`config.mk`:
```
export PLATFORM = sky130hd
export DESIGN_NAME = rmsd_decoder
export DESIGN_NICKNAME = d
export VERILOG_FILES = /design/src/rmsd_decoder.v
export VERILOG_INCLUDE_DIRS = /design/src /design/src/src
export SDC_FILE = /design/constraint.sdc
export NUM_CORES = 1
export LEC_CHECK = 0
export ABC_AREA = 1
export BUFFER_PORTS_ARGS = -buffer_cell sky130_fd_sc_hd__buf_2
export CAP_MARGIN = 10
export CORE_AREA = 4 4 99 101
export CTS_CLUSTER_DIAMETER = 200
export DETAILED_ROUTE_END_ITERATION = 12
export DIE_AREA = 0 0 103 105
export PLACE_DENSITY = 0.52
export SYNTH_ARGS = -nofsm -noshare
export SYNTH_HDL_FRONTEND = slang
export SYNTH_SLANG_ARGS = --single-unit
```
`constraint.sdc`:
```
create_clock -name clk_sys -period 1.7 [get_ports clk_sys]
set_clock_uncertainty 0.05 [all_clocks]
set_input_delay 0.425 -clock clk_sys [delete_from_list [all_inputs] [get_ports clk_sys]]
set_output_delay 0.425 -clock clk_sys [all_outputs]
set_load 0.005 [all_outputs]
```
`src/rmsd_defs.vh`:
```
// Constants for the render mode subcommand decoder.
// Assumes inclusion by the decoder module only; definitions only.
`ifndef RMSD_DEFS_VH
`define RMSD_DEFS_VH

// ------------------------------------------------------------
// Command codes
// ------------------------------------------------------------
`define RMSD_CMD_INIT      4'hf
`define RMSD_CMD_SELECT    4'he
`define RMSD_CMD_ARGUMENT  4'hd

// ------------------------------------------------------------
// Subcommand numbers
// ------------------------------------------------------------
`define RMSD_SUB_SHADE     16'h0000
`define RMSD_SUB_LINE      16'h0001
`define RMSD_SUB_XFER      16'h0002
`define RMSD_SUB_DEPTH     16'h0003
`define RMSD_SUB_HW        16'h0004
`define RMSD_SUB_MASK      16'h0005
`define RMSD_SUB_NONE      16'hffff

// ------------------------------------------------------------
// Field positions
// ------------------------------------------------------------
`define RMSD_DC_CUT_SRC    4
`define RMSD_DC_CUT_EN     5
`define RMSD_DC_HIDDEN     6
`define RMSD_HC_FIXUP      13
`define RMSD_HC_LOCKSTEP   11
`define RMSD_HC_COMBINED   10
`define RMSD_HC_SHORTCAS   8
`define RMSD_HC_BITMASK    7
`define RMSD_HC_UPLOAD     3
`define RMSD_HC_INTENSITY  2
`define RMSD_HC_DEPTH      1
`define RMSD_HC_CUTDATA    0

// ------------------------------------------------------------
// Mode values and reset values
// ------------------------------------------------------------
`define RMSD_SHADE_GOURAUD 2'h0
`define RMSD_SHADE_FLAT    2'h1
`define RMSD_LINE_FGBG     2'h0
`define RMSD_LINE_FGONLY   2'h1
`define RMSD_LINE_3D       2'h2
`define RMSD_RST_SHADE     2'h0
`define RMSD_RST_LINE      2'h1
`define RMSD_RST_XFER      1'h0
`define RMSD_RST_DEPTH     3'h0
`define RMSD_RST_HW        16'h0000
`define RMSD_RST_MASK      16'hffff

// ------------------------------------------------------------
// Timing counts in clock periods
// ------------------------------------------------------------
`define RMSD_CAS_LONG      3'h4
`define RMSD_CAS_SHORT     3'h2

`endif

```
`src/rmsd_decoder.v`:
```
// Subcommand select/argument decoder holding the rendering mode state.
// Assumes host writes arrive synchronous to clk_sys as a one-cycle strobe.
// Pixel requests come from the drawing engine on the same clock.
// Outputs are levels for the drawing datapath and VRAM cycle generator.
//
// Functional notes
// Select first, then arguments apply to it
// Code E selects, code D carries argument
// Subcommands 0..5 decode to six mode registers
// Shading 0 interpolated, 1 constant
// Line mode 0 writes foreground and background
// Line mode 1 writes foreground pixels only
// Line mode 2 interpolates, ignores dash mask
// Transfer format 0 16-bit, 1 sixteen 1-bit
// Host keeps 16-bit format in paired use
// Depth bit 4 picks cut source
// Depth bit 5 enables depth cutting
// Depth bit 6 enables hidden surface test
// Hardware bit 13 subpixel fixup, else rounding
// Hardware bit 11 enables lockstep input
// Hardware bit 10 combined VRAM cycles
// Hardware bit 8 shortens CAS cycle 4->2; code shortens it only under flat shading
// Hardware bit 7 gates bitmask write strobe; code also requires transfer format 1
// Hardware bit 3 picks transfer buffer
// Hardware bit 2 gates intensity write strobe
// Hardware bit 1 gates depth write strobe
// Hardware bit 0 gates cut data strobe; code also requires depth cutting enabled
// Pixel enable ANDed with mask bit 4Y+X
// Mask bypassed for interpolated shading, 3D lines
// Mask holds until init or rewrite
// Init restores all mode defaults
`timescale 1ns/1ps
`include "rmsd_defs.vh"

module rmsd_decoder (
  clk_sys,
  resetn,
  host_wr,
  host_cmd,
  host_data,
  draw_polygon,
  pix_x_lsb,
  pix_y_lsb,
  pix_pattern_bit,
  pix_req,
  shading_mode_select,
  line_style_select,
  transfer_pixel_format,
  cut_source_select,
  cut_enable,
  hidden_surface_enable,
  depth_interpolate,
  dash_mask_apply,
  subpixel_fixup,
  external_lockstep_enable,
  combined_vram_cycle,
  short_cas_cycle,
  cas_cycle_periods,
  bitmask_write_strobe,
  upload_buffer_select,
  intensity_write_strobe,
  depth_write_strobe,
  cut_data_write_strobe,
  see_through_mask,
  pix_write,
  pix_use_foreground
);
  input         clk_sys;
  input         resetn;
  input         host_wr;
  input  [3:0]  host_cmd;
  input  [15:0] host_data;
  input         draw_polygon;
  input  [1:0]  pix_x_lsb;
  input  [1:0]  pix_y_lsb;
  input         pix_pattern_bit;
  input         pix_req;
  output [1:0]  shading_mode_select;
  output [1:0]  line_style_select;
  output        transfer_pixel_format;
  output        cut_source_select;
  output        cut_enable;
  output        hidden_surface_enable;
  output        depth_interpolate;
  output        dash_mask_apply;
  output        subpixel_fixup;
  output        external_lockstep_enable;
  output        combined_vram_cycle;
  output        short_cas_cycle;
  output [2:0]  cas_cycle_periods;
  output        bitmask_write_strobe;
  output        upload_buffer_select;
  output        intensity_write_strobe;
  output        depth_write_strobe;
  output        cut_data_write_strobe;
  output [15:0] see_through_mask;
  output        pix_write;
  output        pix_use_foreground;

  // Limitations: reserved mode values are stored as written, and the
  // engine must treat them as the safe case. A select number above five
  // leaves every register alone until a new select or an init arrives. Only one
  // selection is held, so a second host must not interleave its own
  // select and argument pairs with ours. Pixel requests are taken at
  // most one per cycle; each result stands for exactly one cycle.

  // ----------------------------------------------------------
  // Mode state
  // ----------------------------------------------------------
  // Selection and stored modes
  reg [15:0] subcmd_r;
  reg [15:0] subcmd_nxt;
  reg [1:0]  shade_r;
  reg [1:0]  shade_nxt;
  reg [1:0]  line_r;
  reg [1:0]  line_nxt;
  reg        xfer_r;
  reg        xfer_nxt;
  reg [2:0]  depth_r;
  reg [2:0]  depth_nxt;
  reg [15:0] hw_r;
  reg [15:0] hw_nxt;
  reg [15:0] mask_r;
  reg [15:0] mask_nxt;

  // Pixel result flops
  reg        pix_write_r;
  reg        pix_write_nxt;
  reg        pix_fg_r;
  reg        pix_fg_nxt;

  // Command strobes, mask lookup and bypass
  wire       wr_select;
  wire       wr_argument;
  wire       wr_init;
  wire [3:0] mask_index;
  wire       mask_bypass;
  wire [1:0] arg_shade;
  wire [1:0] arg_line;
  wire       arg_xfer;
  wire [2:0] arg_depth;

  wire       sel_shade;
  wire       sel_line;
  wire       sel_xfer;
  wire       sel_depth;
  wire       sel_hw;
  wire       sel_mask;

  // Derived levels get flops of their own
  reg        depth_interp_r;
  reg        depth_interp_nxt;
  reg        dash_apply_r;
  reg        dash_apply_nxt;
  reg        short_cas_r;
  reg        short_cas_nxt;
  reg [2:0]  cas_periods_r;
  reg [2:0]  cas_periods_nxt;
  reg        bitmask_r;
  reg        bitmask_nxt;
  reg        cut_data_r;
  reg        cut_data_nxt;

  // Strobes for the three codes this block owns; every other
  // code belongs to the drawing engine and is ignored here
  assign wr_select   = host_wr && (host_cmd == `RMSD_CMD_SELECT);
  assign wr_argument = host_wr && (host_cmd == `RMSD_CMD_ARGUMENT);
  assign wr_init     = host_wr && (host_cmd == `RMSD_CMD_INIT);

  // Argument fields; spare bits of the word are dropped, not checked
  assign arg_shade = host_data[1:0];
  assign arg_line  = host_data[1:0];
  assign arg_xfer  = host_data[0];
  assign arg_depth = {host_data[`RMSD_DC_HIDDEN], host_data[`RMSD_DC_CUT_EN],
                      host_data[`RMSD_DC_CUT_SRC]};

  // ----------------------------------------------------------
  // Selected subcommand
  // ----------------------------------------------------------
  // Full sixteen-bit compare, so a stray high bit selects nothing
  assign sel_shade = (subcmd_r == `RMSD_SUB_SHADE);
  assign sel_line  = (subcmd_r == `RMSD_SUB_LINE);
  assign sel_xfer  = (subcmd_r == `RMSD_SUB_XFER);
  assign sel_depth = (subcmd_r == `RMSD_SUB_DEPTH);
  assign sel_hw    = (subcmd_r == `RMSD_SUB_HW);
  assign sel_mask  = (subcmd_r == `RMSD_SUB_MASK);

  // ----------------------------------------------------------
  // Command decode
  // ----------------------------------------------------------
  // Two-step protocol: a select stores the subcommand number, then every
  // argument lands in the register it names. The selection persists, so
  // several arguments may follow one select, each overwriting the last.
  // Init restores defaults and drops the selection in the same cycle.
  always @* begin
    subcmd_nxt = subcmd_r;
    shade_nxt  = shade_r;
    line_nxt   = line_r;
    xfer_nxt   = xfer_r;
    depth_nxt  = depth_r;
    hw_nxt     = hw_r;
    mask_nxt   = mask_r;
    if (wr_init) begin
      // Defaults; selection dropped so stray arguments do nothing
      subcmd_nxt = `RMSD_SUB_NONE;
      shade_nxt  = `RMSD_RST_SHADE;
      line_nxt   = `RMSD_RST_LINE;
      xfer_nxt   = `RMSD_RST_XFER;
      depth_nxt  = `RMSD_RST_DEPTH;
      hw_nxt     = `RMSD_RST_HW;
      mask_nxt   = `RMSD_RST_MASK;
    end else if (wr_select) begin
      subcmd_nxt = host_data;
    end else if (wr_argument) begin
      // Unknown or unselected numbers are ignored
      if (sel_shade) begin
        // Reserved shading values are kept; the host must not send them
        shade_nxt = arg_shade;
      end else if (sel_line) begin
        // Reserved line values turn every line pixel off
        line_nxt = arg_line;
      end else if (sel_xfer) begin
        // Only addressing changes; pixel steering is outside
        xfer_nxt = arg_xfer;
      end else if (sel_depth) begin
        // Three control bits packed as hidden, cut enable, cut source
        depth_nxt = arg_depth;
      end else if (sel_hw) begin
        // Whole word kept; spare bits are stored but unused
        hw_nxt = host_data;
      end else if (sel_mask) begin
        // Bit 4Y+X enables the pixel at that position of the 4x4 tile
        mask_nxt = host_data;
      end
    end
  end

  // ----------------------------------------------------------
  // Per-pixel write gating
  // ----------------------------------------------------------
  assign mask_index  = {pix_y_lsb, pix_x_lsb};
  // Interpolated polygons and 3D lines see through nothing
  assign mask_bypass = draw_polygon ? (shade_r == `RMSD_SHADE_GOURAUD)
                                    : (line_r == `RMSD_LINE_3D);

  // Result is registered one cycle after the request. Mode gating picks
  // which pixels the line or polygon wants, then the see-through mask
  // removes, unless bypassed, any whose tile bit is clear. The mask lookup is a plain
  // sixteen-way select, cheap enough that no pipelining is needed.
  always @* begin
    pix_write_nxt = 1'b0;
    pix_fg_nxt    = 1'b1;
    if (pix_req) begin
      if (draw_polygon) begin
        // Polygons want every pixel; only the mask may drop one
        pix_write_nxt = 1'b1;
      end else if (line_r == `RMSD_LINE_FGBG) begin
        pix_write_nxt = 1'b1;
        pix_fg_nxt    = pix_pattern_bit;
      end else if (line_r == `RMSD_LINE_FGONLY) begin
        pix_write_nxt = pix_pattern_bit;
      end else if (line_r == `RMSD_LINE_3D) begin
        pix_write_nxt = 1'b1;
      end
      // Reserved line modes write nothing
      if (!mask_bypass && !mask_r[mask_index]) begin
        pix_write_nxt = 1'b0;
      end
    end
  end

  // ----------------------------------------------------------
  // Derived mode levels
  // ----------------------------------------------------------
  // Worked out from next state so they move on the same edge as the
  // modes; a cycle of lag would hand the engine a stale mix of settings.
  always @* begin
    // Depth follows endpoints only on 3D lines with the test on
    depth_interp_nxt = (line_nxt == `RMSD_LINE_3D) && depth_nxt[2];
    // The dash mask means nothing once intensity is interpolated
    dash_apply_nxt   = (line_nxt != `RMSD_LINE_3D);
    // Short CAS only under constant shading; page mode is the cycler's call
    short_cas_nxt    = hw_nxt[`RMSD_HC_SHORTCAS] &&
                       (shade_nxt == `RMSD_SHADE_FLAT);
    cas_periods_nxt  = `RMSD_CAS_LONG;
    if (short_cas_nxt) begin
      cas_periods_nxt = `RMSD_CAS_SHORT;
    end
    // Bitmask strobe only means something in the 1-bit format
    bitmask_nxt      = hw_nxt[`RMSD_HC_BITMASK] && xfer_nxt;
    // Cut data strobe is dead while cutting is off
    cut_data_nxt     = hw_nxt[`RMSD_HC_CUTDATA] && depth_nxt[1];
  end

  // ----------------------------------------------------------
  // Registers
  // ----------------------------------------------------------
  // Mode state; reset and init land on the same defaults
  always @(posedge clk_sys) begin
    if (!resetn) begin
      subcmd_r    <= `RMSD_SUB_NONE;
      shade_r     <= `RMSD_RST_SHADE;
      line_r      <= `RMSD_RST_LINE;
      xfer_r      <= `RMSD_RST_XFER;
      depth_r     <= `RMSD_RST_DEPTH;
      hw_r        <= `RMSD_RST_HW;
      mask_r      <= `RMSD_RST_MASK;
    end else begin
      subcmd_r    <= subcmd_nxt;
      shade_r     <= shade_nxt;
      line_r      <= line_nxt;
      xfer_r      <= xfer_nxt;
      depth_r     <= depth_nxt;
      hw_r        <= hw_nxt;
      mask_r      <= mask_nxt;
    end
  end

  // Pixel results and derived levels
  always @(posedge clk_sys) begin
    if (!resetn) begin
      pix_write_r    <= 1'b0;
      pix_fg_r       <= 1'b1;
      depth_interp_r <= 1'b0;
      dash_apply_r   <= 1'b1;
      short_cas_r    <= 1'b0;
      cas_periods_r  <= `RMSD_CAS_LONG;
      bitmask_r      <= 1'b0;
      cut_data_r     <= 1'b0;
    end else begin
      pix_write_r    <= pix_write_nxt;
      pix_fg_r       <= pix_fg_nxt;
      depth_interp_r <= depth_interp_nxt;
      dash_apply_r   <= dash_apply_nxt;
      short_cas_r    <= short_cas_nxt;
      cas_periods_r  <= cas_periods_nxt;
      bitmask_r      <= bitmask_nxt;
      cut_data_r     <= cut_data_nxt;
    end
  end

  // ----------------------------------------------------------
  // Mode outputs
  // ----------------------------------------------------------
  // Stored modes straight from their registers
  assign shading_mode_select      = shade_r;
  assign line_style_select        = line_r;
  assign transfer_pixel_format    = xfer_r;
  assign cut_source_select        = depth_r[0];
  assign cut_enable               = depth_r[1];
  assign hidden_surface_enable    = depth_r[2];

  // Derived levels from their own flops
  assign depth_interpolate        = depth_interp_r;
  assign dash_mask_apply          = dash_apply_r;
  assign short_cas_cycle          = short_cas_r;
  assign cas_cycle_periods        = cas_periods_r;
  assign bitmask_write_strobe     = bitmask_r;
  assign cut_data_write_strobe    = cut_data_r;

  // Raw hardware control bits, levels the cycle generator decodes
  assign subpixel_fixup           = hw_r[`RMSD_HC_FIXUP];
  assign external_lockstep_enable = hw_r[`RMSD_HC_LOCKSTEP];
  assign combined_vram_cycle      = hw_r[`RMSD_HC_COMBINED];
  assign upload_buffer_select     = hw_r[`RMSD_HC_UPLOAD];
  assign intensity_write_strobe   = hw_r[`RMSD_HC_INTENSITY];
  assign depth_write_strobe       = hw_r[`RMSD_HC_DEPTH];

  // Pixel results and the mask itself
  assign see_through_mask         = mask_r;
  assign pix_write                = pix_write_r;
  assign pix_use_foreground       = pix_fg_r;

endmodule

```
==> flow_summary_export.csv, run 1 <==
group,metric,value,unit
worst_setup_path,cp.arrival,1790,ps
timing,finalSetupTns,0,ps
route,ant_nets,0,
route,wl_met2,3080,um
power_and_ir_drop,p_leak,1.68,nW
timing,max_clock_freq,0.632,GHz
floorplanning,io-pin-count,70,
worst_setup_path,crit_path_start_kind,"flip-flop",
place,hpwl,5330,um
worst_setup_path,reg2reg_slack,120,ps
place,port_buffers,68,
synth,syn-num-nets,370,
floorplanning,start_util,29.2,%
worst_hold_path,whs_path_depth,2,
outcome,status,"complete, no violations",
timing,finalHoldViolCount,0,
global_route,grt.total_usage,13.9,%
power_and_ir_drop,cellPowerDensity,881,nW/um2
worst_setup_path,worstReg2RegStart,"subcmd_r[15]$_SDFFE_PP1P_",
final_layout,nets,446,
timing,max_slew.worst_pin.slew,627,ps
route,drc,0,
final_layout,drive_gt1_share,32.5,%
route,wire_per_inst,13.2,um
global_route,first_global_vias,2370,
floorplanning,die_area,10800,um2
route,top_layer_used,"met4",
floorplanning,die_h,105,um
worst_setup_path,rr_worst_depth,8,
timing,slew_violations,0,
power_and_ir_drop,power.total,0.00298,W
place,postPlaceCellArea,3140,um2
route,drtPass1Iterations,4,
clock_network,clk_latency,340,ps
synth,synth_area,2640,um2
worst_setup_path,endpoint_kind,"flip-flop",
route,routed_wl,7000,um
clock_network,cts_tree,"done",
clock_network,clock_path_buffers,2,
synth,yosysWarningCount,0,
timing,setup_viol,0,
clock_network,ctsHoldBuffers,0,
timing,finalCritPeriodShare,93.0,%
global_route,grt_antenna_before_repair,0,
clock_network,root_buffer,"clkbuf_8",
worst_setup_path,path_max_fanout,10,
global_route,overflow,0,
worst_hold_path,min_to,"pix_use_foreground$_SDFF_PP1_",
power_and_ir_drop,ir_drop,0.000424,V
route,drt_iter0_drc,90,
clock_network,cts_made_buffers,9,
worst_hold_path,min_path_type,"in -> reg",
final_layout,syn2layout_area_growth,28.3,%
worst_setup_path,worstPathRequired,1900,ps
job,maxCapViolCount,0,
synth,ys_seq_area_share,43.3,%
worst_setup_path,path_class,"reg -> reg",
clock_network,cts.sinks,57,
final_layout,antennaDiodeCount,0,
worst_setup_path,r2r_end,"hw_r[3]$_SDFFE_PP0P_",
timing,rsz0062_at_grt,"no",
route,wl_met3,342,um
timing,slew_headroom,58.2,%
floorplanning,rows,35,
route,vias,2403,
route,vias_per_cell,4.52,
global_route,grt_max_degree,30,
place,gp_congestion,0.788,
floorplanning,core_area,9020,um2
route,drt-met1-wl,3460,um
worst_hold_path,min_from,"pix_req",
clock_network,htreeDepth,3,
global_route,grt_pass1_wl,11600,um
synth,avgSynthCellArea,7.75,um2
synth,synthCells,340,
synth,ys_ff_latch,57,
floorplanning,die_w,103,um
clock_network,clk_pin_slew,70,ps
final_layout,final_area,3380,um2
synth,yosys.cell_types.count,35,
timing,fin_crit,1580,ps
placed cells by master (no fill, tap or decap), types with 9 or more instances in the layout:
cell type	netlist	layout
a21oi_1	9	9
buf_2	4	68
buf_4	4	9
clkbuf_8	0	11
dfxtp_1	57	56
inv_1	38	38
nand2_1	74	74
nand3_1	21	21
nor2_1	45	43
o211ai_1	17	17
o21ai_0	9	9
per-layer routing:
| layer | global-route usage, % | vias to the layer above |
|---|---|---|
| li1 | - | 1256 |
| met1 | 19.5 | 1084 |
| met2 | 19.9 | 54 |
| met3 | 4.01 | 9 |
| met4 | 5.27 | 0 |
| met5 | 0 | - |
cells in the mapped netlist (all sizes together):
cell type   n  area [um2]
nor3        4        36.3
nand2      79         309
o21ai      10        50.0
a21oi      10        53.8
nand4       7        43.8
conb        1        3.75
clkbuf      5        18.8
o211ai     24         215
dfxtp      57        1140
inv        41         154
nor2       54         254
buf        11        87.6
nand3      25         153
or2         2        12.5
o31ai       1        7.51
nor4        1        6.26
a211oi      7        82.6
nand3b      1        7.51
cells by family after synthesis:
kind of cell | after synthesis | share of synthesized area, %
and+or+nand+nor | 173 | 31.2
buffers and inverters | 57 | 9.87
AOI/OAI and AO/OA | 52 | 15.5
DFF | 57 | 43.3
other | 1 | 0.142
worst max-delay path: stages, from the launching register on:
cell      delay [ps]
dfxtp_1          310
nor2_1           110
nand2_1          100
nor2_4           200
nand3_2          150
nor2_8           230
buf_12           160
nor2_1            50
a211oi_2         140
worst max-delay path by stage:
stage,start,endpoint,slack (ps),cells after the start
6_report,subcmd_r[15]$_SDFFE_PP1P_,hw_r[3]$_SDFFE_PP0P_,120,8
3_5_place_dp,host_cmd[3],cas_cycle_periods[1]$_SDFF_PN0_,-20,12
2_1_floorplan,host_cmd[2],subcmd_r[0]$_SDFFE_PP1P_,200,9
4_1_cts,subcmd_r[12]$_SDFFE_PP1P_,bitmask_write_strobe$_SDFF_PN0_,80,11
5_1_grt,subcmd_r[8]$_SDFFE_PP1P_,hw_r[10]$_SDFFE_PP0P_,6,8
3_3_place_gp,host_cmd[2],cas_cycle_periods[1]$_SDFF_PN0_,0.4,12
cell type report:
cell class                 instances  area [um2]
timing repair buffer              81         479
clock inverter                     5        77.6
fill                             960        5640
tap                              111         139
sequential                        57        1140
inverter                          41         154
clock buffer                      11         151
multi-input combinational        226        1240
power breakdown:
group          internal [W]  total (W)  leakage (nW)  switching [W]
registers           0.00135    0.00135         0.461     0.00000626
logic             0.0000623   0.000174          1.10       0.000112
clock network      0.000900    0.00146         0.115       0.000556
total               0.00231    0.00298          1.68       0.000674
timing repair:
action | 4_1_cts | 5_1_grt
setup buffers | 0 | 1
setup endpoints to repair | 0 | 11
gates resized for setup | 0 | 3
flip-flops by register name, indices dropped and copies added, names as in the netlist:
name                   cells
bitmask_write_strobe       1
cas_cycle_periods          2
cut_data_write_strobe      1
dash_mask_apply            1
depth_interpolate          1
depth_r                    3
hw_r                       9
line_style_select          2
pix_use_foreground         1
pix_write                  1
see_through_mask          16
shading_mode_select        2
subcmd_r                  16
transfer_pixel_format      1
per-stage QoR:
stage | setup slack, ps | cells | utilization (%) | hold WS [ps]
2_1_floorplan | 202 | 340 | - | 380
3_3_place_gp | 0.412 | 515 | 34.8 | 383
3_5_place_dp | -18.4 | 515 | 34.8 | 393
4_1_cts | 76.6 | 531 | 37.3 | 230
5_1_grt | 5.86 | 532 | 37.5 | 239
6_report | 119 | 532 | 37.5 | 246
No activity file was read; power rests on OpenSTA's default activity.
==> inputs of run 2 (changes only) <==
Settings changed: BUFFER_PORTS_ARGS -buffer_cell sky130_fd_sc_hd__buf_2 to default, CORE_AREA 4 4 99 101 to 3 3 98 100, DIE_AREA 0 0 103 105 to 0 0 101 103, DONT_BUFFER_PORTS from default to 1, PLACE_DENSITY 0.52 to 0.47.
Clock period 1.7 ns to 1.4 ns, I/O delays scaled along.
==> flow_summary_export.csv, run 2 (synthesized netlist as in run 1, its figures left out) <==
group,metric,value,unit
global_route,grt_pass1_wl,11000,um
route,routed_wl,7040,um
place,numPlacedInstances,460,
final_layout,drive_gt1_share,32.3,%
worst_hold_path,min_from,"resetn",
route,ant_nets,0,
floorplanning,core_area,8760,um2
final_layout,syn2layout_area_growth,25.8,%
power_and_ir_drop,p_leak,1.53,nW
worst_hold_path,min_path_type,"in -> reg",
clock_network,clk_latency,340,ps
final_layout,final_common_cell,"nand2_1",
clock_network,cts.sinks,57,
worst_setup_path,rr_worst_depth,10,
floorplanning,rows,34,
timing,max_clock_freq,0.660,GHz
clock_network,cts_made_buffers,9,
worst_setup_path,reg2reg_slack,-120,ps
place,gp_congestion,0.821,
worst_hold_path,whs_path_depth,1,
place,hpwl,5410,um
clock_network,root_buffer,"clkbuf_8",
clock_network,clk_pin_slew,60,ps
worst_setup_path,r2r_end,"cas_cycle_periods[1]$_SDFF_PN0_",
worst_setup_path,path_max_fanout,5,
worst_setup_path,endpoint_kind,"flip-flop",
route,vias,2256,
floorplanning,die_h,103,um
global_route,grt_max_degree,30,
worst_setup_path,worstPathRequired,1620,ps
place,port_buffers,0,
outcome,status,"complete, but fails checks",
route,wl_met2,3100,um
route,drc,0,
worst_setup_path,slowest_stage,"dfxtp_1",
outcome,violations,"setup timing",
clock_network,clock_path_buffers,2,
route,top_layer_used,"met4",
worst_setup_path,cp.arrival,1740,ps
route,wire_per_inst,14.8,um
floorplanning,start_util,30.1,%
final_layout,final_cell_mix,"nand2_1, dfxtp_1, inv_1, nor2_1",
worst_setup_path,critPathMaxStageDelay,320,ps
route,drt-met1-wl,3320,um
global_route,first_global_vias,2087,
timing,fin_crit,1520,ps
worst_setup_path,crit_path_start_kind,"flip-flop",
final_layout,final_cells,476,
floorplanning,io-pin-count,70,
worst_setup_path,cp_top_family,"simple AND/OR/NAND/NOR gates",
clock_network,cts_tree,"done",
route,wl_met3,486,um
worst_setup_path,cpMostUsedCell,"nand2_2",
job,maxCapViolCount,0,
route,drt_iter0_drc,108,
timing,slew_violations,0,
power_and_ir_drop,cellPowerDensity,1020,nW/um2
final_layout,nets,394,
route,vias_per_cell,4.74,
timing,finalHoldViolCount,0,
timing,rsz0062_at_grt,"yes",
worst_setup_path,crit_chain,"nor2_2, nand2_2, nor2_4, buf_6, nand3_4, nand2_2, nand2_2, nor2_2, nand2_1, nor2_1",
timing,finalCritPeriodShare,108,%
timing,setup_viol,35,
timing,fin_ws,-115,ps
global_route,grt_antenna_before_repair,0,
global_route,overflow,0,
worst_setup_path,critPathBufInv,1,
global_route,grt.total_usage,14.0,%
floorplanning,die_w,101,um
worst_hold_path,min_to,"line_style_select[0]$_SDFF_PN1_",
clock_network,ctsHoldBuffers,0,
worst_setup_path,path_class,"reg -> reg",
power_and_ir_drop,power.total,0.00338,W
clock_network,htreeDepth,3,
worst_setup_path,worstReg2RegStart,"subcmd_r[8]$_SDFFE_PP1P_",
floorplanning,die_area,10400,um2
final_layout,fin_util,37.8,%
final_layout,antennaDiodeCount,0,
power_and_ir_drop,ir_drop,0.000380,V
route,drtPass1Iterations,4,
-- run 2: layer usage --
| metal | track usage [%] | vias up |
|---|---|---|
| li1 | - | 1151 |
| met1 | 18.5 | 1041 |
| met2 | 20.8 | 51 |
| met3 | 4.53 | 13 |
| met4 | 6.13 | 0 |
| met5 | 0 | - |
-- run 2: area by class of cell --
type                    instances  area [um2]
repair buffers                 29         313
flip-flops and latches         57        1150
inverters                      41         156
clock inverters                 3        40.0
well taps                     108         135
clock buffers                  12         155
fillers                       929        5450
multi-input cells             226        1370
-- run 2: what timing repair did --
action | in CTS | in global routing
setup buffers | 1 | 0
endpoints found under the hold margin | 0 | 0
pin swaps | 3 | 16
gates resized for setup | 15 | 35
setup endpoints to repair | 36 | 39
-- run 2: worst max-delay path by stage --
stage	start	to	slack, ps	cells after the start
global route	subcmd_r[15]$_SDFFE_PP1P_	cas_cycle_periods[2]$_SDFF_PN1_	-230	8
detailed placement	subcmd_r[2]$_SDFFE_PP1P_	cas_cycle_periods[2]$_SDFF_PN1_	-130	10
global placement	subcmd_r[0]$_SDFFE_PP1P_	bitmask_write_strobe$_SDFF_PN0_	-110	11
finish	subcmd_r[8]$_SDFFE_PP1P_	cas_cycle_periods[1]$_SDFF_PN0_	-120	10
CTS	subcmd_r[11]$_SDFFE_PP1P_	cas_cycle_periods[1]$_SDFF_PN0_	-120	10
floorplan	subcmd_r[12]$_SDFFE_PP1P_	bitmask_write_strobe$_SDFF_PN0_	10	11
-- run 2: through the flow --
step                      instance area (um2)  hold WS (ps)  setup TNS [ps]  setup WS [ps]
after floorplan                          2640           380               0           9.66
after global placement                   2970           388           -1990           -108
after detailed placement                 2970           392           -2280           -126
after CTS                                3210          27.5           -2520           -116
after global routing                     3320          25.5           -6190           -235
final                                    3320          29.2           -1840           -115
-- run 2: where the power goes --
| group | total [W] | internal (W) | switching (W) |
|---|---|---|---|
| Clock | 0.00155 | 0.000903 | 0.000647 |
| Combinational | 0.000188 | 0.0000742 | 0.000113 |
| Sequential | 0.00165 | 0.00163 | 0.0000104 |
| Total | 0.00338 | 0.00261 | 0.000771 |
